### src/design/ccc_pkg.sv
// Purpose : Constants for the calibration correction chain
// Assumes : 24-bit two's complement coefficients, byte-wide control
// Notes   : Gain codes carry 22 fraction bits, so 0x40_0000 is unity
package ccc_pkg;
    // ****************************************************************
    // Widths
    // ****************************************************************
    localparam int COEF_W  = 24;   // Coefficient and result width
    localparam int CTRL_W  = 8;    // Control register width
    localparam int WORK_W  = 32;   // Internal working width
    localparam int PROD_W  = 56;   // Product width, working x coef
    localparam int FRAC_W  = 22;   // Gain fraction bits
    localparam int LIM_W   = 26;   // Intermediate clamp width
    localparam int SEL_W   = 3;    // Register select width
    localparam int STAGES  = 5;    // Pipeline depth

    // ****************************************************************
    // Register select codes on the access port
    // ****************************************************************
    localparam logic [2:0] SEL_SELF_OFS = 3'h0;
    localparam logic [2:0] SEL_SELF_GN  = 3'h1;
    localparam logic [2:0] SEL_SYS_OFS  = 3'h2;
    localparam logic [2:0] SEL_SYS_GN   = 3'h3;
    localparam logic [2:0] SEL_CTRL     = 3'h4;

    // ****************************************************************
    // Control register field positions
    // ****************************************************************
    localparam int DGAIN_HI      = 7;  // digital_gain_select [7:5]
    localparam int DGAIN_LO      = 5;
    localparam int BIT_SYS_GN    = 4;  // sys_gain_bypass
    localparam int BIT_SYS_OFS   = 3;  // sys_offset_bypass
    localparam int BIT_SELF_GN   = 2;  // self_gain_bypass
    localparam int BIT_SELF_OFS  = 1;  // self_offset_bypass
    localparam logic [7:0] CTRL_WMASK = 8'hFE;  // Bit 0 reserved

    // ****************************************************************
    // Reset values
    // ****************************************************************
    localparam logic [7:0]  CTRL_RESET = 8'h1E;
    localparam logic [23:0] COEF_RESET = 24'h00_0000;
    localparam logic [2:0]  DGAIN_MAX  = 3'h4;  // Shift of 4, gain 16

    // ****************************************************************
    // Output clamp codes
    // ****************************************************************
    localparam logic [23:0] OUT_MAX = 24'h7F_FFFF;
    localparam logic [23:0] OUT_MIN = 24'h80_0000;
endpackage

### src/design/ccc_calibration_correction_chain.sv
// Purpose : Applies offset and gain calibration to each raw result
// Assumes : Serial framing logic sits outside on the same clock
// Notes   : Five-cycle fixed latency, one result per clock possible
//
// Function
// - 24-bit system gain register, shifted MSB first
// - All coefficients are two's complement values
// - System gain kept until rewritten or calibrated
// - Bypass bit 0 applies system gain multiply
// - System gain scales up to two times
// - Gain stages accurate within two LSB
// - 24-bit self offset register, MSB first
// - Self coefficients kept until rewritten or calibrated
// - Bypass bit 0 subtracts self offset
// - Self offset subtraction comes first
// - Self offset precedes unipolar doubling
// - 24-bit self gain register, MSB first
// - Self gain writes dropped during calibration
// - Self gain scales before system corrections
// - Self gain scales up to two times
// - Bypass bits: 1 disables, reset to 1
// - System offset between self and system gain
// - Digital gain applied after all calibration
// - Out of range results clamp to limits
`timescale 1ns/1ns
`default_nettype none
module ccc_calibration_correction_chain (
    // Clock and reset
    input  wire logic                          clock,
    input  wire logic                          rst_n,
    // Register access port from the serial framing logic
    input  wire logic [ccc_pkg::SEL_W-1:0]     acc_sel,
    input  wire logic                          acc_start,
    input  wire logic                          acc_shift,
    input  wire logic                          acc_sdi,
    input  wire logic                          acc_commit,
    output logic                               acc_sdo,
    // Calibration sequencer results
    input  wire logic                          cal_busy,
    input  wire logic                          cal_load,
    input  wire logic [ccc_pkg::SEL_W-1:0]     cal_sel,
    input  wire logic [ccc_pkg::COEF_W-1:0]    cal_value,
    // Raw conversion stream
    input  wire logic                          raw_valid,
    input  wire logic [ccc_pkg::COEF_W-1:0]    raw_data,
    input  wire logic                          unipolar_mode,
    // Corrected stream
    output logic                               result_valid,
    output logic [ccc_pkg::COEF_W-1:0]         result_data,
    output logic [ccc_pkg::CTRL_W-1:0]         control_state
);
    import ccc_pkg::*;

    // ****************************************************************
    // State
    // ****************************************************************
    typedef struct packed {
        logic [COEF_W-1:0]        self_offset_coefficient;
        logic [COEF_W-1:0]        self_gain_coefficient;
        logic [COEF_W-1:0]        sys_offset_coefficient;
        logic [COEF_W-1:0]        system_gain_coefficient;
        logic [CTRL_W-1:0]        calibration_control_register;
        logic [COEF_W-1:0]        shifter;      // Serial access shifter
        logic                     sdo;          // Registered serial out
        logic [STAGES-1:0]        valid_pipe;   // Stage valid flags
        logic signed [WORK_W-1:0] stage1;       // After self offset
        logic signed [WORK_W-1:0] stage2;       // After self gain
        logic signed [WORK_W-1:0] stage3;       // After sys offset
        logic signed [WORK_W-1:0] stage4;       // After sys gain
        logic [COEF_W-1:0]        result;       // Clamped output
    } ccc_state_type;

    ccc_state_type state;       // Registered state
    ccc_state_type next_state;  // Next value
    logic          rst_meta;    // Reset release synchroniser
    logic          rst_sync_n;  // Synchronised reset

    // ****************************************************************
    // Arithmetic helpers
    // ****************************************************************

    // Clamp a wide value into the intermediate range, so later
    // adds and shifts in the working width cannot wrap
    function automatic logic signed [WORK_W-1:0] ccc_limit(
        input logic signed [PROD_W-1:0] v
    );
        logic signed [WORK_W-1:0] r;
        r = v[WORK_W-1:0];
        if (v[PROD_W-1:LIM_W-1] != {(PROD_W-LIM_W+1){v[PROD_W-1]}}) begin
            // Saturate toward the sign
            r = v[PROD_W-1] ? -(32'sd1 <<< (LIM_W-1))
                            : (32'sd1 <<< (LIM_W-1)) - 32'sd1;
        end
        return r;
    endfunction

    // Gain multiply, code/2^22, so 0x7F_FFFF is just under two;
    // rounding to nearest keeps the error well inside two LSB
    function automatic logic signed [WORK_W-1:0] ccc_gain(
        input logic signed [WORK_W-1:0] x,
        input logic [COEF_W-1:0]        k
    );
        logic signed [PROD_W-1:0] p;
        p = x * $signed(k);
        p = p + (56'sd1 <<< (FRAC_W-1));
        p = p >>> FRAC_W;
        return ccc_limit(p);
    endfunction

    // Subtract a two's complement coefficient with sign extension
    function automatic logic signed [WORK_W-1:0] ccc_sub(
        input logic signed [WORK_W-1:0] x,
        input logic [COEF_W-1:0]        k
    );
        logic signed [PROD_W-1:0] d;
        d = PROD_W'(x) - PROD_W'($signed(k));
        return ccc_limit(d);
    endfunction

    // ****************************************************************
    // Reset release
    // ****************************************************************

    // Assert at once, release after two edges
    always_ff @(posedge clock or negedge rst_n) begin
        if (!rst_n) begin
            rst_meta   <= 1'b0;
            rst_sync_n <= 1'b0;
        end else begin
            rst_meta   <= 1'b1;
            rst_sync_n <= rst_meta;
        end
    end

    // ****************************************************************
    // Next state
    // ****************************************************************
    always_comb begin
        logic [COEF_W-1:0]        sel_value;
        logic [CTRL_W-1:0]        ctrl;
        logic signed [WORK_W-1:0] v;
        logic [2:0]               shift_amt;
        sel_value  = COEF_RESET;
        ctrl       = state.calibration_control_register;
        v          = '0;
        shift_amt  = 3'h0;
        next_state = state;

        // Register readback source, control sits in the top byte
        // so its MSB leaves first
        unique case (acc_sel)
            SEL_SELF_OFS: sel_value = state.self_offset_coefficient;
            SEL_SELF_GN:  sel_value = state.self_gain_coefficient;
            SEL_SYS_OFS:  sel_value = state.sys_offset_coefficient;
            SEL_SYS_GN:   sel_value = state.system_gain_coefficient;
            SEL_CTRL:     sel_value = {ctrl & CTRL_WMASK, 16'h0000};
            default:      sel_value = COEF_RESET;  // Unmapped reads 0
        endcase

        // Serial shifter, MSB first in and out
        if (acc_start) begin
            next_state.shifter = sel_value;
        end else if (acc_shift) begin
            next_state.shifter = {state.shifter[COEF_W-2:0], acc_sdi};
        end
        next_state.sdo = next_state.shifter[COEF_W-1];

        // Host write; values persist until the next write or load
        if (acc_commit) begin
            unique case (acc_sel)
                SEL_SELF_OFS:
                    next_state.self_offset_coefficient = state.shifter;
                SEL_SELF_GN: begin
                    // Ignored while a calibration runs
                    if (!cal_busy) begin
                        next_state.self_gain_coefficient =
                            state.shifter;
                    end
                end
                SEL_SYS_OFS:
                    next_state.sys_offset_coefficient = state.shifter;
                SEL_SYS_GN:
                    next_state.system_gain_coefficient =
                        state.shifter;
                SEL_CTRL:
                    next_state.calibration_control_register =
                        state.shifter[CTRL_W-1:0] & CTRL_WMASK;
                default: ;  // Unmapped writes dropped
            endcase
        end

        // Calibration results overwrite host values; applied last
        // so a measured value wins a same-cycle host write
        if (cal_load) begin
            unique case (cal_sel)
                SEL_SELF_OFS:
                    next_state.self_offset_coefficient = cal_value;
                SEL_SELF_GN:
                    next_state.self_gain_coefficient = cal_value;
                SEL_SYS_OFS:
                    next_state.sys_offset_coefficient = cal_value;
                SEL_SYS_GN:
                    next_state.system_gain_coefficient = cal_value;
                default: ;  // Control is never calibrated
            endcase
        end

        // Stage 1: self offset comes first of all
        v = $signed({{(WORK_W-COEF_W){raw_data[COEF_W-1]}}, raw_data});
        if (!ctrl[BIT_SELF_OFS]) begin
            v = ccc_sub(v, state.self_offset_coefficient);
        end
        next_state.stage1 = v;

        // Stage 2: self gain, before any system correction
        v = state.stage1;
        if (!ctrl[BIT_SELF_GN]) begin
            v = ccc_gain(v, state.self_gain_coefficient);
        end
        next_state.stage2 = v;

        // Stage 3: system offset, then unipolar doubling
        v = state.stage2;
        if (!ctrl[BIT_SYS_OFS]) begin
            v = ccc_sub(v, state.sys_offset_coefficient);
        end
        if (unipolar_mode) begin
            // Doubling after every offset
            v = v <<< 1;
        end
        next_state.stage3 = v;

        // Stage 4: system gain
        v = state.stage3;
        if (!ctrl[BIT_SYS_GN]) begin
            v = ccc_gain(v, state.system_gain_coefficient);
        end
        next_state.stage4 = v;

        // Stage 5: digital gain on the fully corrected value
        shift_amt = ctrl[DGAIN_HI:DGAIN_LO];
        if (shift_amt > DGAIN_MAX) begin
            // Undefined codes hold the top gain
            shift_amt = DGAIN_MAX;
        end
        v = state.stage4 <<< shift_amt;
        if (!state.valid_pipe[STAGES-2]) begin
            // No sample in stage 4, so the old result stands
            next_state.result = state.result;
        end else if (v[WORK_W-1:COEF_W-1] !=
                     {(WORK_W-COEF_W+1){v[WORK_W-1]}}) begin
            // Out of range, pin to the end code
            next_state.result = v[WORK_W-1] ? OUT_MIN : OUT_MAX;
        end else begin
            next_state.result = v[COEF_W-1:0];
        end

        // Valid flags travel with the data
        next_state.valid_pipe = {state.valid_pipe[STAGES-2:0], raw_valid};
    end

    // ****************************************************************
    // State register
    // ****************************************************************

    // All coefficients clear, all bypass bits set at reset
    always_ff @(posedge clock or negedge rst_sync_n) begin
        if (!rst_sync_n) begin
            state                              <= '0;
            state.calibration_control_register <= CTRL_RESET;
        end else begin
            state <= next_state;
        end
    end

    // ****************************************************************
    // Outputs, straight from flip-flops
    // ****************************************************************
    assign acc_sdo       = state.sdo;
    assign result_valid  = state.valid_pipe[STAGES-1];
    assign result_data   = state.result;
    assign control_state = state.calibration_control_register;
endmodule
`default_nettype wire

### config.mk
export PLATFORM = sky130hd
export DESIGN_NAME = ccc_calibration_correction_chain
export DESIGN_NICKNAME = d
export VERILOG_FILES = /design/src/design/ccc_pkg.sv /design/src/design/ccc_calibration_correction_chain.sv
export SDC_FILE = /design/constraint.sdc
export NUM_CORES = 2
export LEC_CHECK = 0
export BUFFER_PORTS_ARGS = -buffer_cell sky130_fd_sc_hd__buf_2
export CELL_PAD_IN_SITES_DETAIL_PLACEMENT = 2
export CELL_PAD_IN_SITES_GLOBAL_PLACEMENT = 2
export CORE_MARGIN = 2
export CORE_UTILIZATION = 23
export DETAILED_ROUTE_END_ITERATION = 10
export PLACE_DENSITY_LB_ADDON = 0.12
export SYNTH_ARGS = -nofsm -noshare
export SYNTH_HDL_FRONTEND = slang
export SYNTH_SLANG_ARGS = --single-unit
### constraint.sdc
create_clock -name clock -period 10.2 [get_ports clock]
set_input_delay 2.04 -clock clock [delete_from_list [all_inputs] [get_ports clock]]
set_output_delay 2.04 -clock clock [all_outputs]
set_load 0.01 [all_outputs]
## Word-level counts from Yosys, hierarchy flattened

Index checks and enable logic that the tools add are counted.

| word-level totals | value |
|---|---|
| register bits after elaboration | 286 |
| bits in latches | 0 |
| bits in writable memories | 0 |
| ROM bits | 0 |
| input bits | 64 |
| output and inout bits | 34 |
| word-level logic and storage cells | 70 |
| memories kept | 0 |

| operators by class | value |
|---|---|
| $add $sub $neg | 4 |
| multiply operators | 2 |
| div/mod/pow operators | 0 |
| magnitude comparators | 1 |
| equal/unequal tests | 12 |
| shifts and indexed selects | 1 |
| mux-type cells | 31 |
| bitwise logic cells | 0 |
| reductions and logical operators | 4 |

Operators by type and width:

| cell | number |
|---|---|
| 32-bit 2-to-1 mux | 13 |
| 24-bit 2-to-1 mux | 13 |
| 24-bit one-hot mux with 5 select lines | 1 |
| 56-bit by 23-bit adder with 56-bit output (second input constant) | 2 |
| 32-bit by 24-bit multiplier with 56-bit output | 2 |
| 104-bit 2-to-1 mux | 1 |
| 96-bit 2-to-1 mux | 1 |
| 30-bit != test | 2 |
| 32-bit by 24-bit subtractor with 33-bit output | 1 |
| 32-bit by 3-bit <<< shifter with 32-bit output | 1 |
| 24-bit by 24-bit subtractor with 25-bit output | 1 |
| 8-bit != test | 3 |
| 3-bit by 2-bit == test with 1-bit output (second input constant) | 4 |
| 8-bit 2-to-1 mux | 1 |
| 3-bit by 1-bit == test with 1-bit output (second input constant) | 2 |
| 3-bit logical NOT | 2 |
| 3-bit == test (second input constant) | 1 |
| 3-bit greater-than comparator (second input constant) | 1 |
| 3-bit 2-to-1 mux | 1 |
| 2-bit AND reduction | 1 |
| 2-bit nonzero test | 1 |

## Longest topological paths before layout

| logic depth | value |
|---|---|
| depth in word-level cells | 5 |
| depth in mapped cells | 32 |
| gate-level depth less buffers | 29 |

## Worst setup path before layout

OpenSTA, ideal clock, no wires.

| path | value |
|---|---|
| path kind | flip-flop to flip-flop |
| from | reg state[150] (netlist name) |
| to | reg state[100] (netlist name) |
| setup time | 0.136 ns |
| data arrival time | 8.447 ns |
| required time | 10.064 ns |
| slack | 1.617 ns |
| cell stages (with the launch flop) | 30 |
| path buffers | 3 |
| clock period less this slack | 8.583 ns |
| cells stage by stage | dfrtp_1 > clkbuf_1 > clkbuf_1 > nand2_1 > inv_1 > fa_1 > fa_1 > inv_1 > fa_1 > inv_1 > fa_1 > fa_1 > fa_1 > inv_1 > fa_1 > inv_1 > ha_1 > a21o_1 > a21oi_1 > o21bai_1 > a21o_1 > a21o_1 > a221o_1 > or2_2 > a211o_1 > or4b_1 > o22a_1 > clkbuf_1 > o31ai_1 > a21oi_1 |

RTL lines:

| item | RTL line | text |
|---|---|---|
| start, declared | ccc_calibration_correction_chain.sv:73 | `ccc_state_type state;` |
| start signal, assigned | ccc_calibration_correction_chain.sv:272 | `state <= next_state;` |

==> flow_summary_export.csv <==
group,metric,value,unit
sta,fin_tns_setup,0,ns
global_route,grt_pass1_wl,392000,um
sta,holdWs,0.279,ns
yosys,ys_ff_latch,279,
yosys,synth_edf_count,0,
place,dp_hpwl,212000,um
global_route,overflow,0,
floorplan,initial_core_util,23.2,%
route,drtPass1Iterations,5,
cells_and_area,fin_util,25.5,%
clock_tree,cts_tree,"done",
setup_path,crit_start,"state[245]",
clock_tree,cts-hold-fix-buffers,0,
global_route,grt_max_degree,62,
setup_path,path_class,"flip-flop to flip-flop",
route,ant_nets,0,
sta,tightest_slew,1.20,ns
yosys,ys.flop_type,"dfrtp_1",
sta,period_minus_slack,9.39,ns
route,finalWirelength,261000,um
clock_tree,path_clk_slew,0.07,ns
setup_path,regToRegEndpoint,"state[90]",
setup_path,crit_end,"state[90]",
yosys,avgSynthCellArea,9.15,um2
floorplan,core,0.283,mm2
cells_and_area,layout_common_cells,"inv_1 (1498), fa_1 (1436), nand2_1 (897)",
sta,fmax,0.106,GHz
setup_path,crit_cells,31,
min_path,hold_path.class,"flip-flop to async pin",
place,place.port_buffers,96,
cells_and_area,layout_commonest_cell,"inv_1",
clock_tree,root_buffer,"clkbuf_16",
floorplan,die_h,538,um
setup_path,reg2reg_slack,0.81,ns
yosys,async_reset_ff_share,100,%
setup_path,path_common_cell,"fa_1",
setup_path,cp_slowest_cell,"dfrtp_1",
clock_tree,cts_buffers,43,
sta,slew-limit-headroom,20.2,%
sta,hold_violations,0,
setup_path,slowest_delay,0.96,ns
floorplan,rows,195,
yosys,syn-num-nets,8993,
clock_tree,cts-resized-gates,0,
setup_path,cp_num_buf_inv,9,
setup_path,cp_max_fo,18,
sta,setup_viol_count_final,0,
floorplan,die_x,538,um
run_status,status,"finished, final reports clean",
setup_path,r2r-start,"state[245]",
route,drc_errors,0,
yosys,synth_area,0.0655,mm2
cells_and_area,syn_to_final_growth,9.99,%
clock_tree,htreeDepth,2,
yosys,synth.distinct_cells,82,
sta,rsz0062_at_grt,"false",
setup_path,cp-end-kind,"flip-flop",
setup_path,critPathTopFamily,"adder cells",
setup_path,cp.required,10.70,ns
global_route,grt_usage,18.3,%
global_route,grt_pass1_vias,57700,
yosys,synth_cells,7156,
yosys,yosysWarnings,0,
floorplan,boundaryPins,98,
route,viasPerCell,4.47,
global_route,antenna_found_initial,19,
clock_tree,clock_sink_count,279,
floorplan,dieArea,0.289,mm2
job,drv_cap,0,
sta,fin_skew,0.0475,ns
cells_and_area,drive_gt1_share,6.39,%
route,vias,48400,
cells_and_area,nets,8880,
setup_path,rr_worst_depth,31,
sta,slew_viol_final,0,
clock_tree,clock_latency,0.64,ns
sta,min_period_over_period,92.1,%
place,gp_congestion,0.790,
route,drtIter0Drc,1991,
clock_tree,cts_setup_buffers,0,
clock_tree,clock_path_buffers,3,
setup_path,cp-start-kind,"flip-flop",
yosys,yosysSeqAreaShare,10.7,%
route,wl_per_cell,24.1,um
setup_path,arrival,9.90,ns
state kept, by name, summed over array words and instances (netlist names):
register / count
next_state: 4
acc_sdo: 1
control_state: 7
result_data: 24
rst_meta: 1
rst_sync_n: 1
state: 240
result_valid: 1
stage by stage:
step,setup WS (ns),cells,cell area (um2)
6_report,0.808,10800,72000
5_1_grt,0.320,10800,72000
4_1_cts,0.625,10800,72000
3_5_place_dp,0.697,10700,70400
3_3_place_gp,0.822,10700,70400
2_1_floorplan,1.62,7156,65500
synth_stat cells (8+ instances only):
master     number  share of area [%]
o21bai_1       16               0.18
a22oi_1        44               0.50
or2_2          10              0.096
a221o_1        30               0.46
o21ai_0       163                1.2
and3_1         24               0.23
o211ai_1       17               0.19
inv_1        1498                8.6
nand2b_1       20               0.19
a221oi_1        8               0.11
o21a_1         24               0.28
mux2i_1        77                1.2
o2111ai_1      11               0.15
nor2_1        201                1.2
nand2_1       897                5.1
xor2_1         43               0.58
o31ai_1        31               0.36
buf_1          14              0.080
clkbuf_1      374                2.1
nand3_1        69               0.53
nor2b_1        66               0.63
o221ai_1       21               0.28
a211oi_1       46               0.53
mux2_2         34               0.58
a21oi_1       312                2.4
a31oi_1        15               0.14
dfrtp_1       275                 11
a21o_1         90                1.0
ha_1          337                6.4
buf_4          32               0.37
fa_1         1436                 44
nor3_1         36               0.28
o22a_1         22               0.29
nand4_1        15               0.14
mux4_2          9               0.31
and2_1        659                6.3
xnor2_1        73               0.98
kinds of logic (layout without fill, tap and decap cells):
logic type,after synthesis,after routing,share of synthesized area (%)
buffers and inverters,1925,1845,11.2
flip-flops,279,279,10.7
AND/OR/NAND/NOR,2033,2033,15.1
AO/OA/AOI/OAI,908,908,8.95
adder cells (fa/ha/maj),1773,1773,50.4
multiplexers,120,120,2.07
XOR/XNOR,116,116,1.55
other,2,18,0.0115
area by class of cell:
cell class	instances	area, um2
fill	31800	211000
sequential	279	7030
antenna	16	40.0
clock inverter	18	342
clock buffer	60	1230
multi-input combinational	4952	51200
inverter	1499	5630
timing repair buffer	268	1860
tap	3743	4680
per-layer routing:
metal	global-route usage (%)	up-vias	wire [um]
li1	-	21500	-
met1	25.6	26300	126000
met2	30.5	507	122000
met3	1.57	176	6770
met4	4.36	0	6370
met5	0	-	0
how the worst min path moves through the flow:
stage               startpoint         endpoint  slack (ns)  depth (start not counted)
2_1_floorplan  next_state[153]  next_state[154]        0.33                          0
3_3_place_gp        rst_sync_n       state[116]        0.30                          0
3_5_place_dp        rst_sync_n       state[117]        0.30                          0
4_1_cts             rst_sync_n       state[117]        0.31                          0
5_1_grt             rst_sync_n        state[86]        0.31                          0
6_report            rst_sync_n        state[86]        0.28                          0
Power is not shown: default switching activity piles up to over one toggle a cycle in this logic, so the estimate is an artifact.
